===== src/design/hst_map.svh =====
// Offsets, field positions, reset values and timing constants of the
// serdes tuning bank. Included by the package and the register bank module.
`ifndef HST_MAP_SVH
`define HST_MAP_SVH

// Register indices, as the management side addresses them
`define HST_OFS_SWING 8'h03
`define HST_OFS_RX_TUNING 8'h04
`define HST_OFS_TX_TAP 8'h05

// Reset values
`define HST_RST_SWING 16'hA848
`define HST_RST_RX_TUNING 16'h1500
`define HST_RST_TX_TAP 16'h2000

// Swing control register fields
`define HST_SWING_HI 15
`define HST_SWING_LO 12

// Receiver tuning register fields
`define HST_TRACK_BIT 15
`define HST_EQPRE_HI 14
`define HST_EQPRE_LO 12
`define HST_ORDER_HI 11
`define HST_ORDER_LO 10
`define HST_VOTE_HI 9
`define HST_VOTE_LO 8
`define HST_RX_RSVD_BIT 7
`define HST_PEAK_BIT 6
`define HST_SHORT_BIT 5
`define HST_CRF_HI 4
`define HST_CRF_LO 0

// Transmit tap register fields
`define HST_RXPOL_BIT 15
`define HST_TXPOL_BIT 14
`define HST_TX_RSVD_BIT 13
`define HST_POST1_HI 12
`define HST_POST1_LO 8
`define HST_PRE_HI 7
`define HST_PRE_LO 4
`define HST_POST2_HI 3
`define HST_POST2_LO 0

// Decode constants
`define HST_EQ_OFF_CODE 3'h7
`define HST_ORDER_RSVD 2'h3
`define HST_CRF_RSVD_LO 5'h07
`define HST_CRF_RSVD_HI 5'h0F
`define HST_SWING_MV_HI_BASE 4'hC

// Read data latency in clock cycles
`define HST_RD_LAT 1

`endif


===== src/design/hst_pkg.sv =====
// Types of the serdes tuning bank.
// Assumes hst_map.svh is compiled beside it.
`include "hst_map.svh"

package hst_pkg;

  // Recovery loop order modes
  typedef enum logic [1:0] {
    HST_ORD_FIRST = 2'b00,
    HST_ORD_SEC_1X = 2'b01,
    HST_ORD_SEC_2X = 2'b10,
    HST_ORD_RSVD = 2'b11
  } hst_order_e;

  // Register bus request
  typedef struct packed {
    logic [7:0] addr;
    logic [15:0] wdata;
    logic wr;
    logic rd;
  } hst_req_s;

  // Tuning settings toward the analog transceiver
  typedef struct packed {
    logic [3:0] tx_swing_level;
    logic rx_adc_track_force;
    logic [2:0] rx_pre_eq_sel;
    logic rx_pre_eq_off;
    hst_order_e recovery_loop_order;
    logic [5:0] recovery_vote_threshold;
    logic hf_peaking_off;
    logic short_channel_recovery;
    logic [4:0] tx_main_cursor_reduce;
    logic crf_reserved;
    logic rx_polarity_flip;
    logic tx_polarity_flip;
    logic [4:0] tx_post1_tap;
    logic [3:0] tx_pre_tap;
    logic [3:0] tx_post2_tap;
    logic [10:0] tx_swing_mv;
  } hst_cfg_s;

endpackage


===== src/design/hst_reg16.sv =====
// One 16-bit software register with a write strobe and a reset value.
// Assumes a single clock and an asynchronous active-low reset.
`timescale 1ns/1ps

module hst_reg16 #(
  parameter logic [15:0] RST_VAL = 16'h0000,
  parameter logic [15:0] WR_MASK = 16'hFFFF
) (
  input wire logic clk,
  input wire logic rst_b,
  input wire logic we,
  input wire logic [15:0] wdata,
  output logic [15:0] q
);

  logic [15:0] q_r;
  logic [15:0] q_nxt;

  // Load writable bits on a write, keep the rest
  always_comb begin
    q_nxt = q_r;
    if (we) begin
      q_nxt = (wdata & WR_MASK) | (q_r & ~WR_MASK);
    end
  end

  // Register with reset value
  always_ff @(posedge clk or negedge rst_b) begin
    if (!rst_b) begin
      q_r <= RST_VAL;
    end else begin
      q_r <= q_nxt;
    end
  end

  assign q = q_r;

  AST_HOLD: assert property (@(posedge clk) disable iff (!rst_b)
    !we |=> q_r == $past(q_r))
    else $error("Register changed without a write");

endmodule // hst_reg16


===== src/design/hst_tuning_regs.sv =====
// Tuning register bank of the high-speed serializer/deserializer.
// Assumes a plain register port driven by a synchronous master on clk;
// the decoded settings statically steer the analog transceiver.
`timescale 1ns/1ps
`include "hst_map.svh"

module hst_tuning_regs (
  input wire logic clk,
  input wire logic rst_b,
  input wire logic [7:0] reg_addr,
  input wire logic [15:0] reg_wdata,
  input wire logic reg_wr,
  input wire logic reg_rd,
  output logic [15:0] reg_rdata,
  output logic reg_rvalid,
  output logic reg_addr_err,
  output hst_pkg::hst_cfg_s cfg
);

  hst_pkg::hst_req_s req;
  logic [15:0] swing_q;
  logic [15:0] rx_q;
  logic [15:0] tap_q;
  logic we_swing;
  logic we_rx;
  logic we_tap;
  logic hit;
  logic [15:0] rd_mux;
  logic [15:0] rdata_r;
  logic [15:0] rdata_nxt;
  logic rvalid_r;
  logic rvalid_nxt;
  logic err_r;
  logic err_nxt;
  logic [10:0] swing_mv;

  // Bundle the port into one request
  assign req.addr = reg_addr;
  assign req.wdata = reg_wdata;
  assign req.wr = reg_wr;
  assign req.rd = reg_rd;

  // Address decode and write strobes
  always_comb begin
    hit = (req.addr == `HST_OFS_SWING) || (req.addr == `HST_OFS_RX_TUNING) ||
          (req.addr == `HST_OFS_TX_TAP);
    we_swing = req.wr && (req.addr == `HST_OFS_SWING);
    we_rx = req.wr && (req.addr == `HST_OFS_RX_TUNING);
    we_tap = req.wr && (req.addr == `HST_OFS_TX_TAP);
  end

  // Swing control register; other bits stored for the wider bank
  hst_reg16 #(
    .RST_VAL(`HST_RST_SWING),
    .WR_MASK(16'hFFFF)
  ) u_swing (
    .clk(clk),
    .rst_b(rst_b),
    .we(we_swing),
    .wdata(req.wdata),
    .q(swing_q)
  );

  // Receiver tuning register, all bits plain read/write
  hst_reg16 #(
    .RST_VAL(`HST_RST_RX_TUNING),
    .WR_MASK(16'hFFFF)
  ) u_rx (
    .clk(clk),
    .rst_b(rst_b),
    .we(we_rx),
    .wdata(req.wdata),
    .q(rx_q)
  );

  // Transmit tap and polarity register
  hst_reg16 #(
    .RST_VAL(`HST_RST_TX_TAP),
    .WR_MASK(16'hFFFF)
  ) u_tap (
    .clk(clk),
    .rst_b(rst_b),
    .we(we_tap),
    .wdata(req.wdata),
    .q(tap_q)
  );

  // Read mux; unmapped addresses read as zero
  always_comb begin
    case (req.addr)
      `HST_OFS_SWING: rd_mux = swing_q;
      `HST_OFS_RX_TUNING: rd_mux = rx_q;
      `HST_OFS_TX_TAP: rd_mux = tap_q;
      default: rd_mux = 16'h0000;
    endcase
  end

  // Read data and error flag, next values
  always_comb begin
    rdata_nxt = 16'h0000;
    rvalid_nxt = req.rd;
    err_nxt = (req.rd || req.wr) && !hit;
    if (req.rd) begin
      rdata_nxt = rd_mux;
    end
  end

  // Read data stand one cycle after the strobe
  always_ff @(posedge clk or negedge rst_b) begin
    if (!rst_b) begin
      rdata_r <= 16'h0000;
      rvalid_r <= 1'b0;
      err_r <= 1'b0;
    end else begin
      rdata_r <= rdata_nxt;
      rvalid_r <= rvalid_nxt;
      err_r <= err_nxt;
    end
  end

  assign reg_rdata = rdata_r;
  assign reg_rvalid = rvalid_r;
  assign reg_addr_err = err_r;

  // Typical swing amplitude in millivolts for the selected code
  always_comb begin
    case (swing_q[`HST_SWING_HI:`HST_SWING_LO])
      4'h0: swing_mv = 11'h082;
      4'h1: swing_mv = 11'h0DC;
      4'h2: swing_mv = 11'h12C;
      4'h3: swing_mv = 11'h186;
      4'h4: swing_mv = 11'h1E0;
      4'h5: swing_mv = 11'h23A;
      4'h6: swing_mv = 11'h294;
      4'h7: swing_mv = 11'h2EE;
      4'h8: swing_mv = 11'h33E;
      4'h9: swing_mv = 11'h3A2;
      4'hA: swing_mv = 11'h3FC;
      4'hB: swing_mv = 11'h456;
      4'hC: swing_mv = 11'h49C;
      4'hD: swing_mv = 11'h4F6;
      4'hE: swing_mv = 11'h53C;
      4'hF: swing_mv = 11'h578;
      default: swing_mv = 11'h000;
    endcase
  end

  // Static settings toward the transceiver
  always_comb begin
    cfg.tx_swing_level = swing_q[`HST_SWING_HI:`HST_SWING_LO];
    cfg.tx_swing_mv = swing_mv;
    cfg.rx_adc_track_force = rx_q[`HST_TRACK_BIT];
    cfg.rx_pre_eq_sel = rx_q[`HST_EQPRE_HI:`HST_EQPRE_LO];
    cfg.rx_pre_eq_off =
      rx_q[`HST_EQPRE_HI:`HST_EQPRE_LO] == `HST_EQ_OFF_CODE;
    cfg.recovery_loop_order =
      hst_pkg::hst_order_e'(rx_q[`HST_ORDER_HI:`HST_ORDER_LO]);
    // Vote count is four shifted by the code
    cfg.recovery_vote_threshold =
      6'h04 << rx_q[`HST_VOTE_HI:`HST_VOTE_LO];
    cfg.hf_peaking_off = rx_q[`HST_PEAK_BIT];
    cfg.short_channel_recovery = rx_q[`HST_SHORT_BIT];
    cfg.tx_main_cursor_reduce = rx_q[`HST_CRF_HI:`HST_CRF_LO];
    cfg.crf_reserved =
      (rx_q[`HST_CRF_HI:`HST_CRF_LO] >= `HST_CRF_RSVD_LO) &&
      (rx_q[`HST_CRF_HI:`HST_CRF_LO] <= `HST_CRF_RSVD_HI);
    cfg.rx_polarity_flip = tap_q[`HST_RXPOL_BIT];
    cfg.tx_polarity_flip = tap_q[`HST_TXPOL_BIT];
    cfg.tx_post1_tap = tap_q[`HST_POST1_HI:`HST_POST1_LO];
    cfg.tx_pre_tap = tap_q[`HST_PRE_HI:`HST_PRE_LO];
    cfg.tx_post2_tap = tap_q[`HST_POST2_HI:`HST_POST2_LO];
  end

  // Reset values show right after release
  AST_RX_RESET: assert property (@(posedge clk)
    $rose(rst_b) |-> rx_q == `HST_RST_RX_TUNING)
    else $error("Receiver tuning reset value wrong");

  AST_TAP_RESET: assert property (@(posedge clk)
    $rose(rst_b) |-> tap_q[`HST_TX_RSVD_BIT] == 1'b1)
    else $error("Reserved tap bit not one after reset");

  AST_RSVD_RX: assert property (@(posedge clk)
    $rose(rst_b) |-> rx_q[`HST_RX_RSVD_BIT] == 1'b0)
    else $error("Reserved receiver bit not zero after reset");

  AST_SWING_RESET: assert property (@(posedge clk)
    $rose(rst_b) |-> cfg.tx_swing_level == 4'hA)
    else $error("Swing level reset value wrong");

  // Write then read of the receiver register with no gap returns the data
  AST_READBACK: assert property (@(posedge clk) disable iff (!rst_b)
    reg_wr && reg_addr == `HST_OFS_RX_TUNING ##1
    reg_rd && reg_addr == `HST_OFS_RX_TUNING && !reg_wr
    |=> reg_rdata == $past(reg_wdata, 2))
    else $error("Receiver tuning readback differs from write");

  // Receiver tuning fields follow the write that loads them
  AST_TRACK: assert property (@(posedge clk) disable iff (!rst_b)
    reg_wr && reg_addr == `HST_OFS_RX_TUNING
    |=> cfg.rx_adc_track_force == $past(reg_wdata[15]))
    else $error("Track force not following write");

  AST_EQ_OFF: assert property (@(posedge clk) disable iff (!rst_b)
    reg_wr && reg_addr == `HST_OFS_RX_TUNING
    |=> cfg.rx_pre_eq_off == ($past(reg_wdata[14:12]) == 3'h7))
    else $error("Equalizer off flag not following code 111");

  AST_ORDER: assert property (@(posedge clk) disable iff (!rst_b)
    reg_wr && reg_addr == `HST_OFS_RX_TUNING
    |=> cfg.recovery_loop_order == $past(reg_wdata[11:10]))
    else $error("Recovery loop order not following write");

  AST_VOTES: assert property (@(posedge clk) disable iff (!rst_b)
    rx_q[9:8] == 2'h1 |-> cfg.recovery_vote_threshold == 6'h08)
    else $error("Vote threshold for code 01 not eight");

  AST_VOTES_MIN: assert property (@(posedge clk) disable iff (!rst_b)
    rx_q[9:8] == 2'h0 |-> cfg.recovery_vote_threshold == 6'h04)
    else $error("Vote threshold for code 00 not four");

  AST_VOTES_MAX: assert property (@(posedge clk) disable iff (!rst_b)
    rx_q[9:8] == 2'h3 |-> cfg.recovery_vote_threshold == 6'h20)
    else $error("Vote threshold for code 11 not thirty-two");

  AST_RSVD_KEEP: assert property (@(posedge clk) disable iff (!rst_b)
    reg_wr && reg_addr == `HST_OFS_RX_TUNING
    |=> rx_q[`HST_RX_RSVD_BIT] == $past(reg_wdata[7]))
    else $error("Reserved receiver bit not stored as written");

  AST_PEAK: assert property (@(posedge clk) disable iff (!rst_b)
    reg_wr && reg_addr == `HST_OFS_RX_TUNING
    |=> cfg.hf_peaking_off == $past(reg_wdata[6]))
    else $error("Peaking off not following write");

  AST_SHORT: assert property (@(posedge clk) disable iff (!rst_b)
    reg_wr && reg_addr == `HST_OFS_RX_TUNING
    |=> cfg.short_channel_recovery == $past(reg_wdata[5]))
    else $error("Short channel mode not following write");

  AST_CRF: assert property (@(posedge clk) disable iff (!rst_b)
    reg_wr && reg_addr == `HST_OFS_RX_TUNING
    |=> cfg.tx_main_cursor_reduce == $past(reg_wdata[4:0]))
    else $error("Cursor reduction code not following write");

  // Reduction codes in the reserved gap are flagged, upper codes are not
  AST_CRF_RSVD: assert property (@(posedge clk) disable iff (!rst_b)
    cfg.tx_main_cursor_reduce == 5'h0B |-> cfg.crf_reserved)
    else $error("Reduction code 01011 not flagged reserved");

  AST_CRF_USED: assert property (@(posedge clk) disable iff (!rst_b)
    cfg.tx_main_cursor_reduce == 5'h1F |-> !cfg.crf_reserved)
    else $error("Reduction code 11111 flagged reserved");

  // Upper swing codes map to their typical amplitudes
  AST_SWING_C: assert property (@(posedge clk) disable iff (!rst_b)
    cfg.tx_swing_level == 4'hC |-> cfg.tx_swing_mv == 11'h49C)
    else $error("Swing code 1100 not 1180 mV");

  AST_SWING_D: assert property (@(posedge clk) disable iff (!rst_b)
    cfg.tx_swing_level == 4'hD |-> cfg.tx_swing_mv == 11'h4F6)
    else $error("Swing code 1101 not 1270 mV");

  AST_SWING_E: assert property (@(posedge clk) disable iff (!rst_b)
    cfg.tx_swing_level == 4'hE |-> cfg.tx_swing_mv == 11'h53C)
    else $error("Swing code 1110 not 1340 mV");

  AST_SWING_TOP: assert property (@(posedge clk) disable iff (!rst_b)
    cfg.tx_swing_level == 4'hF |-> cfg.tx_swing_mv == 11'h578)
    else $error("Top swing code not 1400 mV");

  AST_SWING_WR: assert property (@(posedge clk) disable iff (!rst_b)
    reg_wr && reg_addr == `HST_OFS_SWING
    |=> cfg.tx_swing_level == $past(reg_wdata[15:12]))
    else $error("Swing level not following write");

  // Tap register fields follow the write that loads them
  AST_POL: assert property (@(posedge clk) disable iff (!rst_b)
    reg_wr && reg_addr == `HST_OFS_TX_TAP |=>
    cfg.rx_polarity_flip == $past(reg_wdata[15]) &&
    cfg.tx_polarity_flip == $past(reg_wdata[14]))
    else $error("Polarity flips not following write");

  AST_TAP_RSVD: assert property (@(posedge clk) disable iff (!rst_b)
    reg_wr && reg_addr == `HST_OFS_TX_TAP
    |=> tap_q[`HST_TX_RSVD_BIT] == $past(reg_wdata[13]))
    else $error("Reserved tap bit not stored as written");

  AST_POST1: assert property (@(posedge clk) disable iff (!rst_b)
    reg_wr && reg_addr == `HST_OFS_TX_TAP
    |=> cfg.tx_post1_tap == $past(reg_wdata[12:8]))
    else $error("First post-cursor tap not following write");

  AST_PRE: assert property (@(posedge clk) disable iff (!rst_b)
    reg_wr && reg_addr == `HST_OFS_TX_TAP
    |=> cfg.tx_pre_tap == $past(reg_wdata[7:4]))
    else $error("Pre-cursor tap not following write");

  AST_POST2: assert property (@(posedge clk) disable iff (!rst_b)
    reg_wr && reg_addr == `HST_OFS_TX_TAP
    |=> cfg.tx_post2_tap == $past(reg_wdata[3:0]))
    else $error("Second post-cursor tap not following write");

  // Read answers stand one cycle after the strobe and are quiet otherwise
  AST_RD_VALID: assert property (@(posedge clk) disable iff (!rst_b)
    reg_rd |=> reg_rvalid)
    else $error("Read strobe without valid in the next cycle");

  AST_RD_IDLE: assert property (@(posedge clk) disable iff (!rst_b)
    !reg_rd |=> !reg_rvalid && reg_rdata == 16'h0000)
    else $error("Read data shown without a read strobe");

  // Unmapped places raise the error flag and leave the registers alone
  AST_ADDR_ERR: assert property (@(posedge clk) disable iff (!rst_b)
    (reg_wr || reg_rd) && reg_addr > `HST_OFS_TX_TAP |=> reg_addr_err)
    else $error("Unmapped access without error flag");

  AST_WR_MISS: assert property (@(posedge clk) disable iff (!rst_b)
    reg_wr && reg_addr > `HST_OFS_TX_TAP |=>
    rx_q == $past(rx_q) && tap_q == $past(tap_q) &&
    swing_q == $past(swing_q))
    else $error("Unmapped write changed a register");

endmodule // hst_tuning_regs


===== config.mk =====
export PLATFORM = sky130hd
export DESIGN_NAME = hst_tuning_regs
export DESIGN_NICKNAME = d
export VERILOG_FILES = /design/src/design/hst_pkg.sv /design/src/design/hst_reg16.sv /design/src/design/hst_tuning_regs.sv
export VERILOG_INCLUDE_DIRS = /design/src /design/src/design
export SDC_FILE = /design/constraint.sdc
export NUM_CORES = 1
export LEC_CHECK = 0
export BUFFER_PORTS_ARGS = -buffer_cell sky130_fd_sc_hd__buf_2
export CAP_MARGIN = 15
export CELL_PAD_IN_SITES_DETAIL_PLACEMENT = 0
export CELL_PAD_IN_SITES_GLOBAL_PLACEMENT = 1
export CORE_AREA = 2 2 101 93
export CTS_BUF_LIST = sky130_fd_sc_hd__clkbuf_8
export DETAILED_ROUTE_END_ITERATION = 8
export DIE_AREA = 0 0 103 95
export MAX_ROUTING_LAYER = met4
export PLACE_DENSITY_LB_ADDON = 0.1
export SLEW_MARGIN = 15
export SYNTH_ARGS = -nofsm -noshare
export SYNTH_HDL_FRONTEND = slang
export SYNTH_SLANG_ARGS = --single-unit

===== constraint.sdc =====
create_clock -name clk -period 2.2 [get_ports clk]
set_input_delay 0.44 -clock clk [delete_from_list [all_inputs] [get_ports clk]]
set_output_delay 0.44 -clock clk [all_outputs]
set_load 0.005 [all_outputs]

==> results of run 1 <==
==> registers in the layout (all words and copies together), names as in the netlist <==
| register | cells |
|---|---|
| u_swing.q | 16 |
| reg_addr_err | 1 |
| u_rx.q | 16 |
| reg_rvalid | 1 |
| reg_rdata | 16 |
| u_tap.q | 16 |
==> through the flow <==
step	setup slack (ns)	hold WS (ns)	util	TNS, ns	instances
6_report	-0.0534	0.109	0.483	-0.0938	509
5_1_grt	-0.132	0.131	0.483	-0.324	509
4_1_cts	-0.0748	0.108	0.481	-0.137	509
3_5_place_dp	0.189	0.468	0.449	0	489
3_3_place_gp	0.204	0.460	0.449	0	489
2_1_floorplan	0.254	0.144	-	0	312
==> synth_stat cells, drive strengths merged <==
| master | n |
|---|---|
| nand3b | 2 |
| and4 | 2 |
| and3b | 32 |
| nor2 | 6 |
| o21ai | 20 |
| nand3 | 1 |
| conb | 1 |
| o211ai | 1 |
| o22ai | 3 |
| ha | 7 |
| and2 | 2 |
| dfrtp | 57 |
| a211o | 1 |
| nand2b | 4 |
| clkbuf | 13 |
| and3 | 1 |
| buf | 40 |
| nor2b | 6 |
| inv | 7 |
| o32a | 1 |
| a21oi | 22 |
| nor4 | 1 |
| nor3b | 1 |
| mux2 | 48 |
| nand2 | 17 |
| dfstp | 9 |
| a211oi | 1 |
| a31oi | 2 |
| mux4 | 2 |
==> worst paths after layout <==
| path | startpoint | end | slack (ns) | depth (start not counted) |
|---|---|---|---|---|
| max | u_swing.q[13] | cfg[6] | -0.05 | 5 |
| min | rst_b | u_rx.q[6] | 0.11 | 2 |
| max reg2reg | u_swing.q[13] | reg_rdata[13] | 0.97 | 5 |
| min reg2reg | u_swing.q[8] | u_swing.q[8] | 0.48 | 1 |
| max in group asynchronous | rst_b | u_swing.q[13] | 1.76 | 2 |
| min in group clk | reg_rd | reg_rvalid | 0.24 | 1 |
==> kinds of logic after synthesis <==
group,Yosys count
and+or+nand+nor,75
DFF,66
buffers and inverters,60
AOI/OAI and AO/OA,51
muxes,50
adders and majority gates,7
other,1
==> worst max-delay path: stages (launching register included) <==
cell and delay [ns]:
dfstp_2 0.56, inv_4 0.05, ha_4 0.26, inv_2 0.03
mux4_2 0.44, buf_2 0.14
==> layer usage <==
| layer | global-route usage | share of wire | routed length, µm | vias to the layer above |
|---|---|---|---|---|
| li1 | - | - | - | 1197 |
| met1 | 0.230 | 0.47 | 3690 | 1199 |
| met2 | 0.266 | 0.47 | 3720 | 73 |
| met3 | 0.0555 | 0.054 | 430 | 6 |
| met4 | 0.0329 | 0.0066 | 52 | 0 |
| met5 | - | 0 | 0 | - |
==> power by group <==
group / internal [mW] / total (mW) / switching [mW]
clock: 0.591 / 1.08 / 0.486
sequential: 1.26 / 1.30 / 0.0330
combinational: 0.152 / 0.306 / 0.154
==> layout make-up <==
cell class	instances	area, µm²	area share
Sequential cell	66	1660	0.390
Multi-Input combinational cell	186	1580	0.371
Timing Repair Buffer	112	624	0.146
Tap cell	122	153	0.0358
Clock buffer	11	151	0.0355
Clock inverter	5	61.3	0.0144
Inverter	7	28.8	0.00675
==> repair_timing <==
item | in CTS | in global routing
buffers inserted | 4 | 0
hold buffers | 0 | 0
setup endpoints to repair | 4 | 7
pin swaps | 1 | 1
hold endpoints to repair | 0 | 0
resized for setup | 8 | 6
==> results.sh, run 1 <==
export IMPL_syn_avg_cell_area_um2=11.5
export IMPL_worst_endpoint_required_ns=1.76
export IMPL_postPlaceCellArea_um2=3970
export IMPL_clockRootBuffer="clkbuf_8"
export IMPL_wl_per_cell_um=15.5
export IMPL_hold_viol_final=0
export IMPL_wl_um=7890
export IMPL_htree_levels=3
export IMPL_layout_drive_gt1_share=0.460
export IMPL_fin_skew_ns=0.00716
export IMPL_power_mw=2.68
export IMPL_yosysTopAreaCell="dfrtp_1"
export IMPL_design_area_um2=4260
export IMPL_synth_compound_gate_area_share=0.0769
export IMPL_core_area_um2=8840
export IMPL_grt_max_degree=67
export IMPL_num_vias=2475
export IMPL_crit_fanout=4
export IMPL_drv_slew=0
export IMPL_worstPathArrival_ns=1.81
export IMPL_layout_common_cells="buf_2, dfrtp_1, and3b_1, a21oi_1, mux2_1"
export IMPL_dp_hpwl_um=5360
export IMPL_gp_routability_congestion=0.784
export IMPL_synthSimpleGateAreaFrac=0.150
export IMPL_synth_adder_area_share=0.0245
export IMPL_synth_xor_area_frac=0
export IMPL_num_fill_cells=876
export IMPL_rsz0062_at_grt="yes"
export IMPL_antenna_cells=0
export IMPL_drt_pass1_iterations=4
export IMPL_worstSetupPathType="reg -> out"
export IMPL_cp_end_kind="output port"
export IMPL_violations="negative setup slack"
export IMPL_yosysUniqueCellTypes=32
export IMPL_leakage_nw=2.30
export IMPL_io_pins=97
export IMPL_ir_drop_v=0.000314
export IMPL_yosys_top_cells_area="dfrtp_1, and3b_1, buf_4"
export IMPL_yosysWarnings=0
export IMPL_post_route_period_util=1.02
export IMPL_synth_seq_cells=66
export IMPL_portBuffers=93
export IMPL_drv_cap=0
export IMPL_drtIter0Drc=68
export IMPL_synth_top_family_by_area="multiplexers"
export IMPL_netlist_instances=310
export IMPL_clkSlewWorstSetupHoldPaths_ns=0.08
export IMPL_num_rows=33
export IMPL_status="complete, but fails checks"
export IMPL_insertion_delay_ns=0.34
export IMPL_numCtsBuffers=9
export IMPL_power_density_nw_per_um2=628
export IMPL_area_growth_pct=19.2
export IMPL_drc=0
export IMPL_clockBufferDepth=2
export IMPL_grt_pass1_vias=2390
export IMPL_overflow=0
export IMPL_synth_top_area_frac=0.399
export IMPL_synth_area_um2=3580
export IMPL_period_minus_slack_ns=2.25
export IMPL_antenna_found_initial=0
export IMPL_vias_per_cell=4.86
export IMPL_hold_class="in -> async"
export IMPL_synth_area_mux_share=0.174
export IMPL_final_common_cell="buf_2"
export IMPL_grt_use_total=0.174
export IMPL_grt_pass1_wl_um=12400
export IMPL_dieArea_um2=9790
export IMPL_nets=417
export IMPL_clock_sinks=66
export IMPL_synth_seq_area_share=0.465
export IMPL_setup_viol=2
export IMPL_start_util=0.405
export IMPL_setup_slack_ns=-0.0534
export IMPL_critPathLaunchType="flip-flop"
export IMPL_die_width_um=103
export IMPL_die_y_um=95
export IMPL_cts_tree="done"
export IMPL_max_freq_ghz=0.444
export IMPL_ant_nets=0
Power figures use the tool's default switching activity.
==> run 2: changes to the inputs <==
CORE_AREA = 2 2 98 91   (was 2 2 101 93)
DIE_AREA = 0 0 100 93   (was 0 0 103 95)
SYNTH_HIERARCHICAL = 1   (was unset)
==> run 2 against run 1 <==
Net effect:
- the run still ends with negative setup slack left
- clock power rose by 31%
- wire length is 1.7% higher
- area after synthesis down 5.5%
- via count decreased by 0.81%
- clock-buffer cell count is 1 higher
- flip-flop and latch count unchanged
- combinational power rose by 4%
- critical path depth stayed put
- sequential power about the same
- critical path type unchanged
==> results.sh, run 2 <==
export IMPL_overflow=0
export IMPL_async_flop_share=1.00
export IMPL_core_area_um2=8330
export IMPL_post_route_period_util=1.03
export IMPL_crit_family="flip-flops"
export IMPL_clockBufferDepth=2
export IMPL_r2r_slack_ns=1.09
export IMPL_drv_slew=0
export IMPL_synthSimpleGateAreaFrac=0.137
export IMPL_yosys_top_cells_area="dfrtp_1, mux2_4, dfstp_2"
export IMPL_synth_top_area_frac=0.422
export IMPL_period_minus_slack_ns=2.27
export IMPL_worstSetupPathType="reg -> out"
export IMPL_crit_fanout=5
export IMPL_grt_max_degree=47
export IMPL_yosysWarnings=6
export IMPL_synth_area_um2=3380
export IMPL_vias_per_cell=5.11
export IMPL_numCtsBuffers=9
export IMPL_clock_sinks=66
export IMPL_yosysUniqueCellTypes=36
export IMPL_critPathLaunchType="flip-flop"
export IMPL_num_rows=32
export IMPL_antenna_found_initial=0
export IMPL_final_common_cell="buf_2"
export IMPL_critPathSlowestCell="dfstp_2"
export IMPL_synth_main_ff_cell="dfrtp_1"
export IMPL_synth_commonest_cells="dfrtp_1, mux2_4, nand2_1"
export IMPL_synth_edff_count=0
export IMPL_htree_levels=3
export IMPL_area_growth_pct=26.6
export IMPL_dp_hpwl_um=5590
export IMPL_cts_tree="done"
export IMPL_synth_seq_area_share=0.492
export IMPL_final_core_util=0.514
export IMPL_drt_pass1_iterations=4
export IMPL_insertion_delay_ns=0.34
export IMPL_antenna_cells=0
export IMPL_clkPwrFrac=0.466
export IMPL_worst_endpoint_required_ns=1.76
export IMPL_rsz0062_at_grt="yes"
export IMPL_num_fill_cells=766
export IMPL_cp_end_kind="output port"
export IMPL_die_width_um=100
export IMPL_finalNonFillerCells=480
export IMPL_io_pins=97
export IMPL_synth_area_mux_share=0.207
export IMPL_synthMostInstantiatedCell="dfrtp_1"
export IMPL_wl_per_cell_um=16.7
export IMPL_violations="negative setup slack"
export IMPL_synth_xor_area_frac=0.00259
export IMPL_wl_um=8030
export IMPL_power_density_nw_per_um2=709
export IMPL_timing_hold_ws_ns=0.0756
export IMPL_dieArea_um2=9300
export IMPL_synth_seq_cells=66
export IMPL_gp_routability_congestion=0.829
export IMPL_syn_avg_cell_area_um2=12.7
export IMPL_crit_chain="inv_4, ha_4, inv_2, mux4_2, buf_2"
export IMPL_layout_drive_gt1_share=0.542
export IMPL_p_seq_frac=0.429
export IMPL_yosysTopAreaCell="dfrtp_1"
export IMPL_switching_power_uw=650
export IMPL_hold_class="in -> async"
export IMPL_slowest_delay_ns=0.57
export IMPL_drv_cap=0
export IMPL_setup_slack_ns=-0.0731
export IMPL_netlist_instances=267
export IMPL_hold_viol_final=0
export IMPL_synth_adder_area_share=0.0259
export IMPL_worstPathArrival_ns=1.83
export IMPL_max_slew_margin=0.576
export IMPL_start_util=0.406
export IMPL_max_freq_ghz=0.440
export IMPL_ir_drop_v=0.000424
export IMPL_synth_top_family_by_area="multiplexers"
export IMPL_grt_pass1_wl_um=12900
export IMPL_ant_nets=0
export IMPL_pwr_share_comb=0.105
export IMPL_die_y_um=93
export IMPL_layout_common_cells="buf_2, dfrtp_1, mux2_4, nand2_1, buf_4"
export IMPL_drtIter0Drc=94
export IMPL_clkSlewWorstSetupHoldPaths_ns=0.07
export IMPL_sw_frac_of_total=0.214
export IMPL_cellInternalPower_mw=2.39
export IMPL_synth_compound_gate_area_share=0.0696
export IMPL_status="complete, but fails checks"
export IMPL_nets=408
export IMPL_clockRootBuffer="clkbuf_8"
export IMPL_crit_buf_inv=3
export IMPL_dp_cells=461
export IMPL_num_vias=2455
export IMPL_setup_viol=2
export IMPL_dp_slack_ns=0.125
export IMPL_drc=0
export IMPL_fin_skew_ns=0.00836
export IMPL_leakage_nw=2.10
export IMPL_portBuffers=93
export IMPL_grt_pass1_vias=2484
export IMPL_tightestPinTransition_ns=0.636
export IMPL_grt_use_total=0.186
==> run 2: layout make-up <==
class,instances,area [µm²],share of cell area
Clock buffer,12,165,0.0386
Sequential cell,66,1660,0.389
Tap cell,102,128,0.0298
Multi-Input combinational cell,176,1540,0.359
Inverter,5,21.3,0.00497
Timing Repair Buffer,115,647,0.151
Clock inverter,4,120,0.0281
==> run 2: power groups by stage <==
stage / combinational, mW / sequential [mW] / clock [mW]
after floorplan: 0.154 / 1.32 / 0
after global placement: 0.307 / 1.32 / 0
after detailed placement: 0.309 / 1.32 / 0
after CTS: 0.316 / 1.30 / 1.44
after global routing: 0.351 / 1.31 / 1.50
final: 0.318 / 1.30 / 1.42
==> run 2: path summary, 6_finish.rpt <==
| check | endpoint | startpoint | cells after the start |
|---|---|---|---|
| setup / recovery | cfg[6] | u_swing/q[13] | 5 |
| hold / removal | reg_rdata[8] | rst_b | 1 |
| setup reg to reg | reg_rdata[13] | u_swing/q[13] | 4 |
| hold reg to reg | u_swing/q[2] | u_swing/q[2] | 1 |
| max in group asynchronous | u_swing/q[6] | rst_b | 2 |
| min in group clk | reg_rvalid | reg_rd | 1 |
==> run 2: metal layers <==
metal / share of wire / GRT usage / up-vias
met2: 0.49 / 0.298 / 81
li1: - / - / 1150
met1: 0.45 / 0.238 / 1219
met3: 0.054 / 0.0478 / 5
met4: 0.0072 / 0.0479 / 0
met5: 0 / - / -
==> run 2: repair_timing <==
item                                    CTS  global route
pin swaps                                 1             2
endpoints found under the setup margin    2             6
gates resized for setup                   5             6
hold buffers                              0             0
setup buffers                             1             2
==> run 2: logic make-up (layout without fill, tap and decap cells) <==
| family | Yosys count | in the layout |
|---|---|---|
| other cells | 1 | 3 |
| simple gates | 79 | 79 |
| xor+xnor | 1 | 1 |
| compound gates | 36 | 36 |
| buf+inv | 27 | 136 |
| fa+ha+maj | 7 | 7 |
| flops | 66 | 66 |
| mux | 50 | 50 |
==> run 2: through the flow <==
stage	TNS, ns	instance area (µm²)	total power [mW]
2_1_floorplan	0	3390	1.47
3_3_place_gp	0	3950	1.63
3_5_place_dp	0	3950	1.63
4_1_cts	-0.137	4260	3.06
5_1_grt	-0.278	4280	3.16
6_report	-0.141	4280	3.04
==> run 3: changes to the inputs <==
--- a/config.mk
+++ b/config.mk
@@ -12,6 +12,6 @@
 export CELL_PAD_IN_SITES_GLOBAL_PLACEMENT = 1
-export CORE_AREA = 2 2 98 91
+export CORE_AREA = 2 2 93 95
 export CTS_BUF_LIST = sky130_fd_sc_hd__clkbuf_8
 export DETAILED_ROUTE_END_ITERATION = 8
-export DIE_AREA = 0 0 100 93
+export DIE_AREA = 0 0 95 97
 export MAX_ROUTING_LAYER = met4
--- a/constraint.sdc
+++ b/constraint.sdc
@@ -3,2 +3,2 @@
 set_output_delay 0.44 -clock clk [all_outputs]
-set_load 0.005 [all_outputs]
+set_load 0.02 [all_outputs]
==> run 3 against run 2 <==
Net effect:
- non-clock buffer count grew 11
- global-route usage up 0.14 points
- clock skew hardly changed
- the run still ends with negative setup slack left
- critical endpoint is now cfg[1]
- final area rose by 2.8%
- hold slack improved by 0.026 ns
- critical path type unchanged
- register-to-register slack worse by 0.10 ns
- largest power group is now sequential cells
- largest cell class unchanged
- clock-buffer cell count down 1
==> results.sh, run 3 (synthesized netlist as in run 2, its figures left out) <==
export IMPL_num_vias=2473
export IMPL_switching_power_uw=738
export IMPL_clkSlewWorstSetupHoldPaths_ns=0.07
export IMPL_max_freq_ghz=0.439
export IMPL_grt_pass1_wl_um=12900
export IMPL_nets=419
export IMPL_drc=0
export IMPL_postPlaceCellArea_um2=3960
export IMPL_clockRootBuffer="clkbuf_8"
export IMPL_die_y_um=97
export IMPL_post_route_period_util=1.03
export IMPL_dp_hpwl_um=5470
export IMPL_power_density_nw_per_um2=682
export IMPL_start_util=0.416
export IMPL_timing_hold_ws_ns=0.101
export IMPL_clockBufferDepth=2
export IMPL_drv_cap=0
export IMPL_ant_nets=0
export IMPL_timing_rr_end="reg_rdata[13]"
export IMPL_insertion_delay_ns=0.34
export IMPL_grt_pass1_vias=2481
export IMPL_finalNonFillerCells=494
export IMPL_vias_per_cell=5.01
export IMPL_reg2regPathDepth=5
export IMPL_worst_endpoint_required_ns=1.76
export IMPL_grt_use_total=0.188
export IMPL_setup_viol=2
export IMPL_drv_slew=0
export IMPL_hold_viol_final=0
export IMPL_layout_drive_gt1_share=0.563
export IMPL_cp_end_kind="output port"
export IMPL_dp_cells=466
export IMPL_crit_fanout=4
export IMPL_clkPwrFrac=0.426
export IMPL_p_seq_frac=0.434
export IMPL_hold_class="in -> async"
export IMPL_num_fill_cells=747
export IMPL_io_pins=97
export IMPL_portBuffers=93
export IMPL_fin_skew_ns=0.00850
export IMPL_r2r_slack_ns=0.99
export IMPL_area_growth_pct=30.2
export IMPL_gp_routability_congestion=0.803
export IMPL_drt_pass1_iterations=4
export IMPL_period_minus_slack_ns=2.28
export IMPL_numCtsBuffers=9
export IMPL_sw_frac_of_total=0.246
export IMPL_overflow=0
export IMPL_violations="negative setup slack"
export IMPL_worstPathArrival_ns=1.84
export IMPL_ir_drop_v=0.000427
export IMPL_r2r_start="u_swing/q[13]"
export IMPL_ctsHoldBuffers=0
export IMPL_clock_sinks=66
export IMPL_grt_max_degree=67
export IMPL_die_width_um=95
export IMPL_leakage_nw=2.17
export IMPL_antenna_cells=0
export IMPL_final_common_cell="buf_2"
export IMPL_core_area_um2=8130
export IMPL_setup_slack_ns=-0.0763
export IMPL_rsz0062_at_grt="yes"
export IMPL_antenna_found_initial=0
export IMPL_pwr_share_comb=0.140
export IMPL_worstSetupPathType="reg -> out"
export IMPL_cellInternalPower_mw=2.26
export IMPL_wl_per_cell_um=16.4
export IMPL_final_core_util=0.541
export IMPL_wl_um=8120
export IMPL_design_area_um2=4400
export IMPL_critPathLaunchType="flip-flop"
export IMPL_num_rows=33
export IMPL_dieArea_um2=9220
export IMPL_drtIter0Drc=156
export IMPL_cts_tree="done"
export IMPL_htree_levels=3
export IMPL_status="complete, but fails checks"
export IMPL_layout_common_cells="buf_2, dfrtp_1, buf_4, mux2_4, nand2_1"
## run 3: cell types whose count changed in the layout (fill, tap and decap cells not counted), moves of 2 or more
cell,change
buf_2,-5
buf_6,+3
o21ai_0,-2
buf_4,+12
## run 3: metrics by stage
| stage | setup slack [ns] | total power, mW | TNS, ns |
|---|---|---|---|
| floorplan | 0.108 | 1.54 | 0 |
| global placement | 0.175 | 1.70 | 0 |
| detailed placement | 0.147 | 1.70 | 0 |
| CTS | -0.0941 | 3.00 | -0.188 |
| global route | -0.146 | 3.13 | -0.321 |
| finish | -0.0763 | 3.00 | -0.152 |
## run 3: layout make-up
cell class	count	area, µm²	share of cell area
multi-input combinational	176	1560	0.355
inverter	5	21.3	0.00483
sequential	66	1670	0.379
clock buffer	11	151	0.0344
timing repair buffer	126	766	0.174
clock inverter	5	101	0.0230
tap	105	131	0.0299
## run 3: per-layer routing
layer  track usage  part of all wire  up-vias
li1              -                 -     1176
met1         0.244              0.45     1223
met2         0.294              0.50       67
met3        0.0475             0.047        7
met4        0.0468            0.0085        0
met5             -                 0        -
## run 3: worst max path at each step
stage,from,end,slack (ns),cells past startpoint
2_1_floorplan,u_swing/q[13],cfg[1],0.11,4
3_3_place_gp,u_swing/q[13],cfg[1],0.18,5
3_5_place_dp,u_swing/q[13],cfg[6],0.15,5
4_1_cts,u_swing/q[13],cfg[6],-0.09,5
5_1_grt,u_swing/q[13],cfg[1],-0.15,5
6_report,u_swing/q[13],cfg[1],-0.08,5
## run 3: repair_timing
action	4_1_cts	5_1_grt
endpoints found under the setup margin	3	9
gates resized for setup	13	15
endpoints found under the hold margin	0	0
pin swaps	1	4
buffers inserted	3	9
## run 3: worst max-delay path, stage by stage (launching register included)
cell and delay [ns]:
dfstp_2 0.56, inv_4 0.05, ha_4 0.26, inv_2 0.03, mux4_2 0.45, buf_6 0.15
## run 3: power by group through the flow
stage          logic, mW  registers (mW)  clock network, mW
2_1_floorplan      0.186            1.35                  0
3_3_place_gp       0.377            1.32                  0
3_5_place_dp       0.378            1.33                  0
4_1_cts            0.398            1.30               1.30
5_1_grt            0.455            1.31               1.37
6_report           0.419            1.30               1.28
